**config.mk**
```make
export PLATFORM = sky130hd
export DESIGN_NAME = ashp_port
export DESIGN_NICKNAME = d
export VERILOG_FILES = /design/src/ashp_pkg.sv /design/src/ashp_port.sv /design/src/ashp_sync.sv
export SDC_FILE = /design/constraint.sdc
export NUM_CORES = 1
export LEC_CHECK = 0
export BUFFER_PORTS_ARGS = -buffer_cell sky130_fd_sc_hd__buf_4
export CORE_ASPECT_RATIO = 1.5
export CORE_MARGIN = 5
export CORE_UTILIZATION = 44
export CTS_CLUSTER_DIAMETER = 30
export DETAILED_ROUTE_END_ITERATION = 12
export PLACE_DENSITY = 0.74
export SETUP_SLACK_MARGIN = 0.15
export SYNTH_ARGS = -nofsm -noshare
export SYNTH_HDL_FRONTEND = slang
export SYNTH_SLANG_ARGS = --single-unit
```
**constraint.sdc**
```tcl
create_clock -name sys_clk -period 1.45 [get_ports sys_clk]
set_clock_uncertainty 0.15 [all_clocks]
set_input_delay 0.29 -clock sys_clk [delete_from_list [all_inputs] [get_ports sys_clk]]
set_output_delay 0.29 -clock sys_clk [all_outputs]
set_load 0.1 [all_outputs]
```
**src/ashp_pkg.sv**
```systemverilog
// Package for the asynchronous strobe host port: timing counts and widths.
// Assumes a single 100 MHz device clock drives every user of these constants.
package ashp_pkg;
   localparam int unsigned CLK_PERIOD_NS   = 10;
   localparam int unsigned RECOVERY_CLOCKS = 4;
   localparam int unsigned SYNC_STAGES     = 2;
   localparam int unsigned DATA_W          = 8;
   localparam int unsigned VEC_NOVEC_BIT   = 1;
   localparam logic [7:0]  VECTOR_RESET    = 8'h00;
   localparam logic [2:0]  REC_CNT_RESET   = 3'h0;
endpackage

```
**src/ashp_port.sv**
```systemverilog
// Host port of a dual-channel serial controller: strobe synchronisation, register
// read and write controls, access recovery timing and interrupt-acknowledge claim.
// Assumes the processor strobes are asynchronous to sys_clk and the data bus wire
// is resolved outside from data_oe.
`timescale 1ns/1ps

// Notes on behaviour
// (RULE_01) Host spaces own accesses four clocks apart.
// (RULE_02) Recovery counts only this device's accesses.
// (RULE_03) Host holds selects steady through each cycle.
// (RULE_04) Access is chip enable overlapped with strobe.
// (RULE_05) Write data captured near strobe end.
// (RULE_06) Host lets daisy chain settle before read.
// (RULE_07) Claim acknowledge if pending and priority high.
// (RULE_08) Drive vector on bus during claimed acknowledge.
// (RULE_09) Set in-service latch of acknowledged source.
// (RULE_10) Vector suppressed when control bit one set.
// (RULE_11) Strobes pass multi-stage synchroniser first.
// (RULE_12) Data bus driven only on reads or claims.
module ashp_port #(
   parameter int unsigned NUM_SRC = 6  // Interrupt sources, highest priority at bit 0.
) (
   input  wire logic               sys_clk,             // Device clock, 100 MHz.
   input  wire logic               rst_n,               // Synchronous reset, active low.
   input  wire logic               chip_enable_n,       // Chip enable pin, active low.
   input  wire logic               read_n,              // Read strobe pin, active low.
   input  wire logic               write_n,             // Write strobe pin, active low.
   input  wire logic               irq_acknowledge_n,   // Acknowledge pin, active low.
   input  wire logic               chan_sel,            // Channel select pin.
   input  wire logic               data_ctrl_sel,       // Data/control select pin.
   input  wire logic               priority_in,         // Daisy-chain priority input.
   input  wire logic [7:0]         data_in,             // Data bus input side.
   output logic      [7:0]         data_out,            // Data bus output side.
   output logic                    data_oe,             // Data bus output enable.
   output logic                    priority_out,        // Daisy-chain priority output.
   output logic                    irq_n,               // Interrupt request, active low.
   output logic                    reg_wr,              // Register write pulse.
   output logic                    reg_rd,              // Register read pulse.
   output logic                    reg_chan,            // Channel of the access.
   output logic                    reg_data_sel,        // Data/control of the access.
   output logic      [7:0]         reg_wdata,           // Captured write data.
   input  wire logic [7:0]         reg_rdata,           // Read data from registers.
   input  wire logic [NUM_SRC-1:0] irq_pending,         // Pending sources, same clock.
   input  wire logic [7:0]         irq_vector,          // Vector for the highest source.
   input  wire logic [7:0]         master_interrupt_control, // Master control register.
   output logic      [NUM_SRC-1:0] in_service_latch,    // In-service latches.
   input  wire logic [NUM_SRC-1:0] in_service_clear,    // Clear pulses per source.
   output logic                    recovery_violation   // Access came too soon, pulse.
);
   localparam int unsigned RECOV = ashp_pkg::RECOVERY_CLOCKS;

   if (NUM_SRC < 1 || NUM_SRC > 8) begin : g_bad_num_src
      $error("ashp_port supports 1 to 8 sources");
   end

   // ------------------------------------------------------------------
   // Synchronisers
   // ------------------------------------------------------------------
   logic [5:0] pins_sync;
   logic       ce_s, rd_s, wr_s, ack_s, chan_s, dsel_s;

   ashp_sync #(
      .WIDTH  (6),
      .STAGES (ashp_pkg::SYNC_STAGES)
   ) u_sync (
      .sys_clk   (sys_clk),
      .rst_n     (rst_n),
      .async_in  ({chip_enable_n, read_n, write_n, irq_acknowledge_n, chan_sel, data_ctrl_sel}),
      .reset_val (6'h3c),
      .sync_out  (pins_sync)
   ); // RULE_11

   assign {ce_s, rd_s, wr_s, ack_s, chan_s, dsel_s} = pins_sync;

   // Priority input is synchronised too; it is sampled when the read strobe falls.
   logic pri_m;
   logic pri_s;
   logic [7:0] wdata_m;
   logic [7:0] wdata_s;

   always_ff @(posedge sys_clk) begin
      if (!rst_n) begin
         pri_m   <= 1'b0;
         pri_s   <= 1'b0;
         wdata_m <= 8'h00;
         wdata_s <= 8'h00;
      end else begin
         pri_m   <= priority_in;
         pri_s   <= pri_m;
         wdata_m <= data_in;
         wdata_s <= wdata_m;
      end
   end

   // ------------------------------------------------------------------
   // Access decode
   // ------------------------------------------------------------------
   // The effective read and write strobes are the overlap of chip enable and strobe; acknowledge overlaps read.
   logic rd_act, wr_act, ack_act;
   assign ack_act = !ack_s && !rd_s;                  // RULE_04
   assign rd_act  = !ce_s && !rd_s && ack_s;          // RULE_04
   assign wr_act  = !ce_s && !wr_s && ack_s;          // RULE_04

   logic rd_prev, wr_prev, ack_prev;
   logic rd_fall, wr_fall, wr_rise, ack_fall, any_fall;
   assign rd_fall  = rd_act && !rd_prev;
   assign wr_fall  = wr_act && !wr_prev;
   assign wr_rise  = !wr_act && wr_prev;
   assign ack_fall = ack_act && !ack_prev;
   assign any_fall = rd_fall || wr_fall || ack_fall;

   // ------------------------------------------------------------------
   // State: recovery, acknowledge claim, outputs
   // ------------------------------------------------------------------
   logic [2:0]         rec_cnt, next_rec_cnt;
   logic               claim, next_claim;
   logic               novec, next_novec;
   logic [7:0]         vec_hold, next_vec_hold;
   logic [NUM_SRC-1:0] next_isl;
   logic [7:0]         next_data_out, next_wdata;
   logic               next_reg_wr, next_reg_rd, next_viol;
   logic               next_chan, next_dsel;
   logic               has_pending;
   logic [NUM_SRC-1:0] top_src;

   // Lowest index is highest priority; one-hot pick of the winner.
   always_comb begin
      top_src = '0;
      for (int i = NUM_SRC - 1; i >= 0; i--) begin
         if (irq_pending[i] && !in_service_latch[i]) begin
            top_src = '0;
            top_src[i] = 1'b1;
         end
      end
   end
   assign has_pending = |top_src;

   always_comb begin
      next_rec_cnt  = (rec_cnt != 3'h0) ? rec_cnt - 3'h1 : rec_cnt;
      next_claim    = claim && ack_act;
      next_novec    = novec;
      next_vec_hold = vec_hold;
      next_isl      = (in_service_latch & ~in_service_clear);
      next_data_out = data_out;
      next_wdata    = reg_wdata;
      next_reg_wr   = 1'b0;
      next_reg_rd   = 1'b0;
      next_viol     = 1'b0;
      next_chan     = reg_chan;
      next_dsel     = reg_data_sel;
      // Reads and writes touch the counter only with chip enable set; acknowledge cycles reach it without chip enable.
      if (any_fall) begin
         next_rec_cnt = 3'(RECOV - 1);                          // RULE_02
         next_viol    = (rec_cnt != 3'h0);                      // RULE_01
      end
      if (rd_fall) begin
         next_reg_rd   = 1'b1;
         next_chan     = chan_s;
         next_dsel     = dsel_s;
         next_data_out = reg_rdata;
      end
      // Data is taken as the strobe ends, not while it is still low.
      if (wr_rise) begin
         next_reg_wr = 1'b1;                                    // RULE_05
         next_wdata  = wdata_s;                                 // RULE_05
      end
      if (wr_fall) begin
         next_chan = chan_s;
         next_dsel = dsel_s;
      end
      if (ack_fall && has_pending && pri_s) begin
         next_claim    = 1'b1;                                  // RULE_07
         next_isl      = next_isl | top_src;                    // RULE_09
         next_novec    = master_interrupt_control[ashp_pkg::VEC_NOVEC_BIT]; // RULE_10
         next_vec_hold = irq_vector;
         next_data_out = irq_vector;                            // RULE_08
      end
   end

   always_ff @(posedge sys_clk) begin
      if (!rst_n) begin
         rec_cnt          <= ashp_pkg::REC_CNT_RESET;
         claim            <= 1'b0;
         novec            <= 1'b0;
         vec_hold         <= ashp_pkg::VECTOR_RESET;
         in_service_latch <= '0;
         data_out         <= 8'h00;
         reg_wdata        <= 8'h00;
         reg_wr           <= 1'b0;
         reg_rd           <= 1'b0;
         recovery_violation <= 1'b0;
         reg_chan         <= 1'b0;
         reg_data_sel     <= 1'b0;
         rd_prev          <= 1'b0;
         wr_prev          <= 1'b0;
         ack_prev         <= 1'b0;
      end else begin
         rec_cnt          <= next_rec_cnt;
         claim            <= next_claim;
         novec            <= next_novec;
         vec_hold         <= next_vec_hold;
         in_service_latch <= next_isl;
         data_out         <= next_data_out;
         reg_wdata        <= next_wdata;
         reg_wr           <= next_reg_wr;
         reg_rd           <= next_reg_rd;
         recovery_violation <= next_viol;
         reg_chan         <= next_chan;
         reg_data_sel     <= next_dsel;
         rd_prev          <= rd_act;
         wr_prev          <= wr_act;
         ack_prev         <= ack_act;
      end
   end

   // Bus is released the moment the strobe is seen high again.
   assign data_oe      = (rd_act && rd_prev) || (claim && ack_act && !novec); // RULE_12 RULE_08 RULE_10
   // A device with a pending source blocks lower devices in the chain.
   // The synchronised level is used, so the chain passes priority two clocks late.
   assign priority_out = pri_s && !has_pending && !(|in_service_latch);
   assign irq_n        = !(has_pending && pri_s);

   // ------------------------------------------------------------------
   // Checks
   // ------------------------------------------------------------------
   AST_WR_ON_RISE: assert property (@(posedge sys_clk) disable iff (!rst_n) // RULE_05
      (wr_prev && !wr_act) |=> (reg_wr && reg_wdata == $past(wdata_s)))
      else $error("write not captured at strobe end");
   AST_NO_WR_EARLY: assert property (@(posedge sys_clk) disable iff (!rst_n) // RULE_04
      (ce_s || wr_s) && !wr_prev |=> !reg_wr)
      else $error("write without overlapped strobe");
   AST_CLAIM: assert property (@(posedge sys_clk) disable iff (!rst_n) // RULE_07
      (ack_fall && has_pending && pri_s) |=> claim)
      else $error("acknowledge not claimed");
   AST_NO_CLAIM: assert property (@(posedge sys_clk) disable iff (!rst_n) // RULE_07
      (ack_fall && !pri_s && !claim) |=> !claim)
      else $error("claimed without priority");
   AST_ISL_SET: assert property (@(posedge sys_clk) disable iff (!rst_n) // RULE_09
      (ack_fall && has_pending && pri_s) |=> ((in_service_latch & $past(top_src)) != '0))
      else $error("in-service latch not set");
   AST_VECTOR: assert property (@(posedge sys_clk) disable iff (!rst_n) // RULE_08
      (claim && ack_act && !novec) |-> (data_oe && data_out == vec_hold))
      else $error("vector not driven");
   AST_NOVEC: assert property (@(posedge sys_clk) disable iff (!rst_n) // RULE_10
      (claim && novec && !rd_act) |-> !data_oe)
      else $error("vector driven while suppressed");
   AST_OE_IDLE: assert property (@(posedge sys_clk) disable iff (!rst_n) // RULE_12
      (!rd_act && !(claim && ack_act)) |-> !data_oe)
      else $error("bus driven when idle");
   AST_RECOVERY: assert property (@(posedge sys_clk) disable iff (!rst_n) // RULE_02
      any_fall |=> (rec_cnt == 3'(RECOV - 1)) ##1 (rec_cnt == 3'(RECOV - 2) || $past(any_fall)))
      else $error("recovery count not restarted");
endmodule

```
**src/ashp_sync.sv**
```systemverilog
// Multi-stage synchroniser for a group of asynchronous pin levels.
// Assumes the inputs come from outside the sys_clk domain.
`timescale 1ns/1ps
module ashp_sync #(
   parameter int unsigned WIDTH  = 4,
   parameter int unsigned STAGES = 2
) (
   input  wire logic             sys_clk,   // Device clock.
   input  wire logic             rst_n,     // Synchronous reset, active low.
   input  wire logic [WIDTH-1:0] async_in,  // Raw pin levels.
   input  wire logic [WIDTH-1:0] reset_val, // Level held during reset (constant).
   output logic      [WIDTH-1:0] sync_out   // Synchronised levels.
);
   logic [WIDTH-1:0] stage [STAGES];
   logic [WIDTH-1:0] next_stage [STAGES];

   // A single stage leaves metastability straight into the logic, so it is refused.
   if (STAGES < 2) begin : g_bad_stages
      $error("ashp_sync needs at least two stages");
   end

   always_comb begin
      next_stage[0] = async_in;
      for (int i = 1; i < STAGES; i++) begin
         next_stage[i] = stage[i-1];
      end
   end

   always_ff @(posedge sys_clk) begin
      for (int i = 0; i < STAGES; i++) begin
         if (!rst_n) begin
            stage[i] <= reset_val;
         end else begin
            stage[i] <= next_stage[i];
         end
      end
   end

   assign sync_out = stage[STAGES-1];
endmodule

```
==> run metrics, run 1 <==
result of the run=finished, violations left; violations in the final reports=negative setup slack; Synth Area in Compound Gates=5.365%; Mapped Avg Cell Area=10.18 um^2; worst stage delay on the critical path=0.37 ns; Hold Path Origin=priority_in; Max H-tree Level=3; Util after Layout=82.47%; number of antenna violations at the first check in global routing=0; detailed placement HPWL=3879 um; hold path cells=2; Sink Count=65; Die Width=70.33 um; synthesized netlist net count=291; buffer cell driving the clock tree root=sky130_fd_sc_hd__clkbuf_8; critical setup path kind=flop to output port; global router's overall resource usage=19.80%; kind of cell adding the most delay to the critical path=simple AND/OR/NAND/NOR gates; total count of max-transition violations in the final report=0; type of the worst min-delay path=primary input to flop; number of buffer and inverter instances along the worst setup path=1; Routed wire per std cell=17.42 um; Worst R2R Start=in_service_latch[1]; multiplexer fraction of the synthesized cell area=10.83%; post-synthesis instance area=0.002402 mm^2; vias per std cell=5.007; Rel. slew slack=79.99%; maximum ir drop on the vdd rail=0.7204 mV; simple-gate portion of the synthesized area=23.80%; initial cell density of the core=44.41%; hold-critical path endpoint=pri_m; first-iteration detailed-routing DRC count=131; internal power=0.002987 W; antenna diode count=0; DIE AREA=0.007068 mm^2; capturing point of the worst reg2reg path=claim; Req. time, crit path=1.01 ns; Final #Nets=426; detailed-router iteration count before antenna repair=4; setup slack, reg-to-reg=-0.25 ns; number of maximum-capacitance violations=0; final hold violations=0; buffer depth of the longest clock path=2; largest driver fanout on the critical path=2; wire length of the first global-routing pass=10900 um; part of the power in registers=45.9%; commonest cells after routing, fill and taps aside=sky130_fd_sc_hd__buf_4, sky130_fd_sc_hd__dfxtp_1, sky130_fd_sc_hd__buf_12; master of the slowest instance on the critical path=sky130_fd_sc_hd__dfxtp_4; Synth Register Bits=65; Max Freq=0.4699 GHz; transition time at the pin with the least slew margin=0.2990 ns; drt total wl=7770 um; total clock buffers created by CTS=9; Period minus WS final=2.128 ns; vias in the first global route=2288; distinct cell type count of the synthesized netlist=35; Gate Count Post-Synth=236; die height=100.5 um; YS warnings=0; area share of xor/xnor cells in the synthesized design=0.3646%; total number of vias=2233; clock insertion delay at the later pin of the skew report=0.35 ns; number of buffers inserted by port buffering=75; top-level I/O count=83; Row Count=33; type of origin of the critical path=flop; Worst R2R Path Depth=6; critical path arrival=1.69 ns; number of setup violations in the final report=31; Clk pin slew, worst setup/hold paths=0.08 ns; Lkg Pwr=1.905 nW; post-placement cell count=401; final standard cell area without fillers=0.004461 mm^2; adder and majority cell fraction of the synthesized area=1.042%; worst setup timing slack at the placement stage=-0.3819 ns; number of standard cells in the layout, taps in and fillers out=446; TritonCTS clock tree=yes; most frequent standard cell in the layout excluding fill and tap cells=sky130_fd_sc_hd__buf_4; total congestion overflow=0; routability-driven placement congestion ratio=0.7867; Sw Share=27.41%; area added between synthesis and finish=85.68%; remaining antenna violation count after routing=0; pin count of the biggest net entering global routing=24; DRC viols=0; unrepaired setup endpoints after global routing=true; fraction of final layout cells with drive strength greater than 1=55.05%; nature of the critical path endpoint=output port; cell breakdown of the critical path=nand2b_4 -> nand2_4 -> nor4_4 -> and3_4 -> buf_12; clock network fraction of design power=39.4%; Floorplan Core Area=0.005409 mm^2; power density normalized to cell area=922.4 mW/mm^2; final worst path period share=146.8%; worst-case setup margin in the final layout=-0.6780 ns; Sw Pwr=0.001128 W; post-synthesis sequential area ratio=54.17%; area after detailed placement=0.003321 mm^2; Comb pwr share=14.7%; dominant combinational cell family by area after synthesis=simple AND/OR/NAND/NOR gates
-- cell type report --
cell class / instances / area (um^2)
Timing Repair Buffer: 135 / 1523
Sequential cell: 65 / 1365
Multi-Input combinational cell: 150 / 1240
Fill cell: 269 / 948.4
Clock buffer: 9 / 123.9
Tap cell: 70 / 87.58
Clock inverter: 7 / 83.83
Inverter: 10 / 37.54
-- sequential cells by signal (all words and copies together) (netlist names) --
name / count
u_sync.stage: 12
data_out: 8
reg_wdata: 8
wdata_m: 8
wdata_s: 8
in_service_latch: 6
rec_cnt: 3
ack_prev: 1
claim: 1
novec: 1
pri_m: 1
pri_s: 1
rd_prev: 1
recovery_violation: 1
reg_chan: 1
reg_data_sel: 1
reg_rd: 1
reg_wr: 1
wr_prev: 1
-- power groups by stage --
| stage | logic [W] | registers (W) | clock network, W |
|---|---|---|---|
| finish | 0.000605 | 0.00189 | 0.00162 |
| global route | 0.000651 | 0.00189 | 0.00174 |
| CTS | 0.000556 | 0.00189 | 0.00163 |
| detailed placement | 0.000480 | 0.00193 | 0 |
| global placement | 0.000453 | 0.00192 | 0 |
| floorplan | 0.000281 | 0.00194 | 0 |
-- synthesized netlist by cell type --
| cell type | instances | area [um^2] |
|---|---|---|
| sky130_fd_sc_hd__nand2b_1 | 15 | 93.84 |
| sky130_fd_sc_hd__buf_4 | 2 | 15.01 |
| sky130_fd_sc_hd__mux2_1 | 8 | 90.09 |
| sky130_fd_sc_hd__o41a_1 | 1 | 11.26 |
| sky130_fd_sc_hd__o21ai_1 | 1 | 5.000 |
| sky130_fd_sc_hd__buf_6 | 2 | 22.52 |
| sky130_fd_sc_hd__nor2b_1 | 4 | 25.02 |
| sky130_fd_sc_hd__o22ai_1 | 4 | 25.02 |
| sky130_fd_sc_hd__ha_1 | 2 | 25.02 |
| sky130_fd_sc_hd__clkbuf_1 | 5 | 18.77 |
| sky130_fd_sc_hd__nand4_1 | 1 | 6.260 |
| sky130_fd_sc_hd__a32o_1 | 1 | 10.01 |
| sky130_fd_sc_hd__a32oi_1 | 1 | 8.760 |
| sky130_fd_sc_hd__o31ai_1 | 1 | 7.510 |
| sky130_fd_sc_hd__nand2_1 | 24 | 90.09 |
| sky130_fd_sc_hd__nor2_1 | 16 | 60.06 |
| sky130_fd_sc_hd__o2111ai_1 | 1 | 8.760 |
| sky130_fd_sc_hd__and2_1 | 25 | 156.4 |
| sky130_fd_sc_hd__o21a_1 | 3 | 22.52 |
| sky130_fd_sc_hd__buf_2 | 1 | 5.000 |
| sky130_fd_sc_hd__nor3_1 | 6 | 30.03 |
| sky130_fd_sc_hd__nor4_1 | 1 | 6.260 |
| sky130_fd_sc_hd__nor4b_1 | 1 | 8.760 |
| sky130_fd_sc_hd__xnor2_1 | 1 | 8.760 |
| sky130_fd_sc_hd__nor3b_1 | 1 | 7.510 |
| sky130_fd_sc_hd__clkinv_1 | 1 | 3.750 |
| sky130_fd_sc_hd__clkbuf_4 | 1 | 7.510 |
| sky130_fd_sc_hd__a21oi_1 | 6 | 30.03 |
| sky130_fd_sc_hd__nor4b_4 | 2 | 47.55 |
| sky130_fd_sc_hd__dfxtp_1 | 65 | 1301 |
| sky130_fd_sc_hd__and3_1 | 2 | 12.51 |
| sky130_fd_sc_hd__nand3_1 | 4 | 20.02 |
| sky130_fd_sc_hd__mux2i_1 | 17 | 170.2 |
| sky130_fd_sc_hd__or2b_1 | 1 | 7.510 |
| sky130_fd_sc_hd__inv_1 | 9 | 33.78 |
-- kinds of logic (layout without fill, tap and decap cells) --
group	Yosys count	after routing
multiplexers	25	25
AO/OA/AOI/OAI	19	19
adder cells (fa/ha/maj)	2	2
AND/OR/NAND/NOR	103	103
buffers and inverters	21	161
flip-flops	65	65
XOR/XNOR	1	1
-- worst max-delay path by stage --
stage / startpoint / endpoint / cells after the start
CTS: in_service_latch[1] / priority_out / 5
global route: in_service_latch[4] / priority_out / 5
detailed placement: irq_pending[4] / priority_out / 6
global placement: irq_pending[4] / priority_out / 6
finish: in_service_latch[4] / priority_out / 5
floorplan: in_service_latch[3] / priority_out / 4
-- routing by layer --
metal / track usage (%) / part of all wire, % / up-vias
li1: - / - / 1055
met1: 21.37 / 39 / 1090
met2: 36.08 / 54 / 72
met3: 5.589 / 5.4 / 16
met4: 7.817 / 2.1 / 0
met5: 0 / 0 / -
-- stage by stage --
step | power [W] | hold WS (ns) | TNS, ns
3_3_place_gp | 0.002375 | 0.2437 | -3.299
2_1_floorplan | 0.002219 | 0.2363 | -4.252
4_1_cts | 0.004077 | 0.004511 | -4.125
5_1_grt | 0.004279 | 0.01246 | -7.690
3_5_place_dp | 0.002406 | 0.2440 | -3.621
6_report | 0.004114 | 0.02444 | -5.846
-- what timing repair did --
item                                    CTS  global route
pin swaps                                16            12
endpoints found under the setup margin   59            64
hold endpoints to repair                 14             0
gates cloned                              0             1
gates resized for setup                 126            39
setup buffers                            10             4
hold buffers                             14             0
Note: power is estimated with default switching activity, not from simulation.
==> run 2: changes to the inputs <==
--- a/config.mk
+++ b/config.mk
@@ -8,10 +8,10 @@
 export BUFFER_PORTS_ARGS = -buffer_cell sky130_fd_sc_hd__buf_4
 export CORE_ASPECT_RATIO = 1.5
 export CORE_MARGIN = 5
-export CORE_UTILIZATION = 44
+export CORE_UTILIZATION = 49
 export CTS_CLUSTER_DIAMETER = 30
 export DETAILED_ROUTE_END_ITERATION = 12
-export PLACE_DENSITY = 0.74
+export PLACE_DENSITY = 0.78
 export SETUP_SLACK_MARGIN = 0.15
 export SYNTH_ARGS = -nofsm -noshare
 export SYNTH_HDL_FRONTEND = slang
==> constraint.sdc (replaced) <==
create_clock -name sys_clk -period 2.2 [get_ports sys_clk]
set_clock_uncertainty 0.15 [all_clocks]
set_input_delay 0.44 -clock sys_clk [delete_from_list [all_inputs] [get_ports sys_clk]]
set_output_delay 0.44 -clock sys_clk [all_outputs]
set_load 0.1 [all_outputs]
==> run metrics, run 2 (synthesized netlist as in run 1, its figures left out) <==
result of the run=complete, no violations; part of the power in registers=45.2%; transition time at the pin with the least slew margin=0.5139 ns; commonest cells after routing, fill and taps aside=sky130_fd_sc_hd__buf_4, sky130_fd_sc_hd__dfxtp_1, sky130_fd_sc_hd__and2_1; global router's overall resource usage=17.30%; Die Width=67.17 um; type of the worst min-delay path=primary input to flop; number of setup violations in the final report=0; setup slack, reg-to-reg=0.40 ns; type of origin of the critical path=flop; pin count of the biggest net entering global routing=34; Period minus WS final=2.162 ns; GR Util met2=31.01%; critical setup path kind=flop to output port; final worst path period share=98.29%; buffer cell driving the clock tree root=sky130_fd_sc_hd__clkbuf_8; Max Freq=0.4625 GHz; routability-driven placement congestion ratio=0.8127; internal power=0.002149 W; power density normalized to cell area=804.2 mW/mm^2; TritonCTS clock tree=yes; total clock buffers created by CTS=9; Sw Share=22.07%; number of buffers inserted by port buffering=75; nature of the critical path endpoint=output port; clock insertion delay at the later pin of the skew report=0.33 ns; Rel. slew slack=65.45%; worst setup path end=priority_out; DIE AREA=0.006432 mm^2; number of maximum-capacitance violations=0; busiest grt layer=met2; Sw Pwr=0.0006086 W; Worst R2R Path Depth=7; total number of vias=1896; Lkg Pwr=1.564 nW; antenna diode count=0; final standard cell area without fillers=0.003430 mm^2; unrepaired setup endpoints after global routing=true; top-level I/O count=83; Routed wire per std cell=12.97 um; Row Count=31; largest register by flop count=u_sync.stage; Req. time, crit path=1.61 ns; drt total wl=5122 um; initial cell density of the core=49.95%; number of standard cells in the layout, taps in and fillers out=395; largest driver fanout on the critical path=2; area after detailed placement=0.003070 mm^2; final hold violations=0; Clk pin slew, worst setup/hold paths=0.07 ns; remaining antenna violation count after routing=0; Floorplan Core Area=0.004810 mm^2; detailed-router iteration count before antenna repair=4; Critical Path Source=in_service_latch[4]; total count of max-transition violations in the final report=0; clock network fraction of design power=43.8%; CTS Hold Buffers Added=0; detailed placement HPWL=3587 um; fraction of final layout cells with drive strength greater than 1=36.47%; DRC viols=0; wire length of the first global-routing pass=8148 um; first-iteration detailed-routing DRC count=55; Worst R2R Start=in_service_latch[4]; flip-flop count of the largest register after layout=12; die height=95.76 um; vias in the first global route=1840; M1 GR Usage=17.19%; vias per std cell=4.800; area added between synthesis and finish=42.76%; Sink Count=65; Final #Nets=379; number of antenna violations at the first check in global routing=0; buffer depth of the longest clock path=2; Max H-tree Level=3; critical path arrival=1.57 ns; most frequent standard cell in the layout excluding fill and tap cells=sky130_fd_sc_hd__buf_4; maximum ir drop on the vdd rail=0.5462 mV; capturing point of the worst reg2reg path=claim; total congestion overflow=0; post-placement cell count=374; global-route met3 utilization=5.607%; Comb pwr share=11.0%
## run 2: how the worst min path moves through the flow
stage                                   from            endpoint  slack (ns)  depth (start not counted)
final                          chip_enable_n  u_sync.stage[0][5]        0.13                          2
after global routing           chip_enable_n  u_sync.stage[0][5]        0.11                          2
after detailed placement  u_sync.stage[0][2]  u_sync.stage[1][2]        0.24                          1
after floorplan           u_sync.stage[0][2]  u_sync.stage[1][2]        0.24                          1
after global placement    u_sync.stage[0][2]  u_sync.stage[1][2]        0.24                          1
after CTS                      chip_enable_n  u_sync.stage[0][5]        0.12                          2
## run 2: timing repair
action	CTS	global route
resized for setup	13	2
endpoints found under the setup margin	2	3
cloned	0	0
buffers inserted	3	2
pin swaps	3	1
## run 2: metal layers
| metal | part of all wire (%) | up-vias |
|---|---|---|
| li1 | - | 957 |
| met1 | 37 | 886 |
| met2 | 56 | 44 |
| met3 | 5.0 | 9 |
| met4 | 1.9 | 0 |
| met5 | 0 | - |
## run 2: worst max-delay path, cell delays in order (launching register included)
cell	delay, ns
sky130_fd_sc_hd__dfxtp_4	0.35
sky130_fd_sc_hd__nand2b_4	0.13
sky130_fd_sc_hd__nand2_4	0.06
sky130_fd_sc_hd__nor4_4	0.29
sky130_fd_sc_hd__and3_4	0.23
sky130_fd_sc_hd__buf_12	0.17
## run 2: area by class of cell
type	instances	area (um^2)
Timing Repair Buffer	88	685.7
Multi-Input combinational cell	150	1054
Clock inverter	4	70.07
Sequential cell	65	1323
Clock buffer	12	177.7
Fill cell	380	1380
Inverter	10	37.54
Tap cell	66	82.58
## run 2: power groups by stage
stage	Clock [W]	Sequential, W	Combinational, W
2_1_floorplan	0	0.00128	0.000182
3_3_place_gp	0	0.00127	0.000278
3_5_place_dp	0	0.00127	0.000292
4_1_cts	0.00123	0.00125	0.000304
5_1_grt	0.00130	0.00125	0.000342
6_report	0.00121	0.00125	0.000304
## run 2: metrics by stage
step | utilization [%] | worst slack [ns] | hold WS (ns) | TNS (ns) | total power, W
floorplan | - | -0.03413 | 0.2363 | -0.03413 | 0.001461
global placement | 63.84 | -0.03600 | 0.2401 | -0.03600 | 0.001548
detailed placement | 63.84 | -0.01734 | 0.2436 | -0.01734 | 0.001563
CTS | 70.84 | 0.04821 | 0.1151 | 0 | 0.002783
global route | 71.31 | -0.03057 | 0.1095 | -0.03057 | 0.002889
finish | 71.31 | 0.03765 | 0.1342 | 0 | 0.002758
==> run 3: changes to the inputs <==
--- a/config.mk
+++ b/config.mk
@@ -15,4 +15,5 @@
 export SETUP_SLACK_MARGIN = 0.15
 export SYNTH_ARGS = -nofsm -noshare
 export SYNTH_HDL_FRONTEND = slang
+export SYNTH_HIERARCHICAL = 1
 export SYNTH_SLANG_ARGS = --single-unit
==> run metrics, run 3 <==
Sw Pwr=0.0007796 W; Final #Nets=389; detailed-router iteration count before antenna repair=4; largest register by flop count=u_sync/stage; final-layout fill cell count=366; Gate Count Post-Synth=238; Worst R2R Path Depth=4; global router's overall resource usage=16.62%; distinct cell type count of the synthesized netlist=36; total congestion overflow=0; Row Count=31; YS warnings=6; fraction of final layout cells with drive strength greater than 1=40.71%; pin count of the biggest net entering global routing=41; largest driver fanout on the critical path=2; Synth Register Bits=65; post-placement cell count=385; Sw Share=26.14%; number of maximum-capacitance violations=0; total count of max-transition violations in the final report=0; maximum ir drop on the vdd rail=0.5297 mV; TritonCTS clock tree=yes; routability-driven placement congestion ratio=0.7312; critical path arrival=1.57 ns; Floorplan Core Area=0.004887 mm^2; cell breakdown of the critical path=nand2b_4 -> nand2_4 -> nor4_4 -> and3_4 -> buf_12; Worst R2R Start=u_sync/stage[1][4]; area fraction of the dominant cell type after synthesis=52.13%; total number of vias=1948; first-iteration detailed-routing DRC count=77; area added between synthesis and finish=42.46%; leading post-synthesis cells by instance count=sky130_fd_sc_hd__dfxtp_1, sky130_fd_sc_hd__nand2_1, sky130_fd_sc_hd__and2_1, sky130_fd_sc_hd__mux2i_1, sky130_fd_sc_hd__nor2_1; Max H-tree Level=3; hold path cells=2; master of the slowest instance on the critical path=sky130_fd_sc_hd__dfxtp_4; unrepaired setup endpoints after global routing=true; hold-critical path endpoint=wdata_m[1]; top cell type by total area after synthesis=sky130_fd_sc_hd__dfxtp_1; post-synthesis instance area=0.002496 mm^2; clock network fraction of design power=41.5%; synth top area cells=sky130_fd_sc_hd__dfxtp_1, sky130_fd_sc_hd__mux2i_1, sky130_fd_sc_hd__mux2_4; Critical Path Source=in_service_latch[4]; top-level I/O count=83; Rel. slew slack=66.33%; number of buffer and inverter instances along the worst setup path=1; remaining antenna violation count after routing=0; final worst path period share=98.22%; detailed placement HPWL=3625 um; most frequent standard cell in the layout excluding fill and tap cells=sky130_fd_sc_hd__buf_4; total power=0.002983 W; Synth async-reset ratio=0%; capturing point of the worst reg2reg path=data_out[0]; DRC viols=0; buffer depth of the longest clock path=2; worst stage delay on the critical path=0.35 ns; wire length of the first global-routing pass=8362 um; Hold Path Origin=data_in[1]; critical setup path kind=flop to output port; total clock buffers created by CTS=9; nature of the critical path endpoint=output port; flip-flop count of the largest register after layout=12; Post-synth top flop=sky130_fd_sc_hd__dfxtp_1; Clk pin slew, worst setup/hold paths=0.08 ns; number of antenna violations at the first check in global routing=0; hold slack final=0.1538 ns; Mapped Avg Cell Area=10.49 um^2; clock insertion delay at the later pin of the skew report=0.34 ns; area after detailed placement=0.003203 mm^2; type of origin of the critical path=flop; Post-synth EDFFs=0; kind of cell adding the most delay to the critical path=simple AND/OR/NAND/NOR gates; Max Freq=0.4628 GHz; final hold violations=0; Req. time, crit path=1.61 ns; result of the run=complete, no violations; post-synthesis sequential area ratio=52.13%; setup slack, reg-to-reg=0.40 ns; transition time at the pin with the least slew margin=0.5007 ns; worst setup timing slack at the placement stage=0.02629 ns; number of buffers inserted by port buffering=75; antenna diode count=0; most common cell in the netlist=sky130_fd_sc_hd__dfxtp_1; power density normalized to cell area=838.9 mW/mm^2; vias in the first global route=1969; final standard cell area without fillers=0.003556 mm^2; Sink Count=65; internal power=0.002203 W; number of standard cells in the layout, taps in and fillers out=405; DIE AREA=0.006651 mm^2; Period minus WS final=2.161 ns; type of the worst min-delay path=primary input to flop; number of setup violations in the final report=0; Die Width=68.28 um; Lkg Pwr=1.653 nW; worst-case setup margin in the final layout=0.03916 ns; initial cell density of the core=51.08%; die height=97.42 um; vias per std cell=4.810; drt total wl=5171 um; buffer cell driving the clock tree root=sky130_fd_sc_hd__clkbuf_8; commonest cells after routing, fill and taps aside=sky130_fd_sc_hd__buf_4, sky130_fd_sc_hd__dfxtp_1, sky130_fd_sc_hd__nand2_1; part of the power in registers=42.8%; Routed wire per std cell=12.77 um; Comb pwr share=15.7%
## run 3: cell count changes after synthesis, sizes merged
cell	previous run	this run
and2	25	21
buf	5	7
clkbuf	6	4
clkinv	1	0
conb	0	2
inv	9	10
mux2	8	20
nand2b	15	8
or2b	1	0
## run 3: cell families after synthesis
group           synth area share, %
buf+inv                       4.210
compound gates                5.163
fa+ha+maj                     1.002
flops                         52.13
simple gates                  19.50
other cells                  0.3009
mux                           17.34
xor+xnor                     0.3509
## run 3: final cells by class
class	instances	area, um^2	area share [%]
clock buffers	9	123.9	3.483
repair buffers	86	670.6	18.86
flip-flops and latches	65	1323	37.19
well taps	66	82.58	2.322
inverters	10	37.54	1.056
clock inverters	7	125.1	3.519
multi-input cells	162	1194	33.57
## run 3: metrics by stage
stage               util, %  TNS [ns]
finish                72.76         0
global route          72.76  -0.02628
floorplan                 -  -0.03532
CTS                   72.45         0
detailed placement    65.54         0
global placement      65.54         0
## run 3: metal layers
layer | routed length, um | vias to the layer above | part of all wire, % | global-route usage (%)
li1 | - | 977 | - | -
met1 | 1848 | 917 | 36 | 15.57
met2 | 2922 | 45 | 57 | 30.61
met3 | 260 | 9 | 5.0 | 4.514
met4 | 140 | 0 | 2.7 | 8.882
met5 | 0 | - | 0 | 0
## run 3: power groups by stage
stage               registers, W  clock network [W]  logic (W)
finish                   0.00128            0.00124   0.000469
global route             0.00128            0.00131   0.000507
CTS                      0.00128            0.00127   0.000469
detailed placement       0.00130                  0   0.000456
global placement         0.00130                  0   0.000438
floorplan                0.00141                  0   0.000222
## run 3: worst reg2reg max path: stages, from the launching register on
cell                      delay [ns]
sky130_fd_sc_hd__dfxtp_1        0.42
sky130_fd_sc_hd__nor4b_2        0.37
sky130_fd_sc_hd__o41a_1         0.35
sky130_fd_sc_hd__buf_4          0.24
sky130_fd_sc_hd__mux2i_1        0.20
## run 3: repair_timing
action / CTS / global route
resized for setup: 13 / 2
buffers inserted: 3 / 1
cloned: 0 / 0
pin swaps: 2 / 1
hold buffers: 0 / 0
setup endpoints to repair: 2 / 3
## run 3: how the worst max path moves through the flow
stage,cells after the start,to,slack (ns)
after floorplan,4,priority_out,-0.04
after global placement,6,priority_out,0.03
after detailed placement,6,priority_out,0.03
after CTS,5,priority_out,0.06
after global routing,5,priority_out,-0.03
final,5,priority_out,0.04
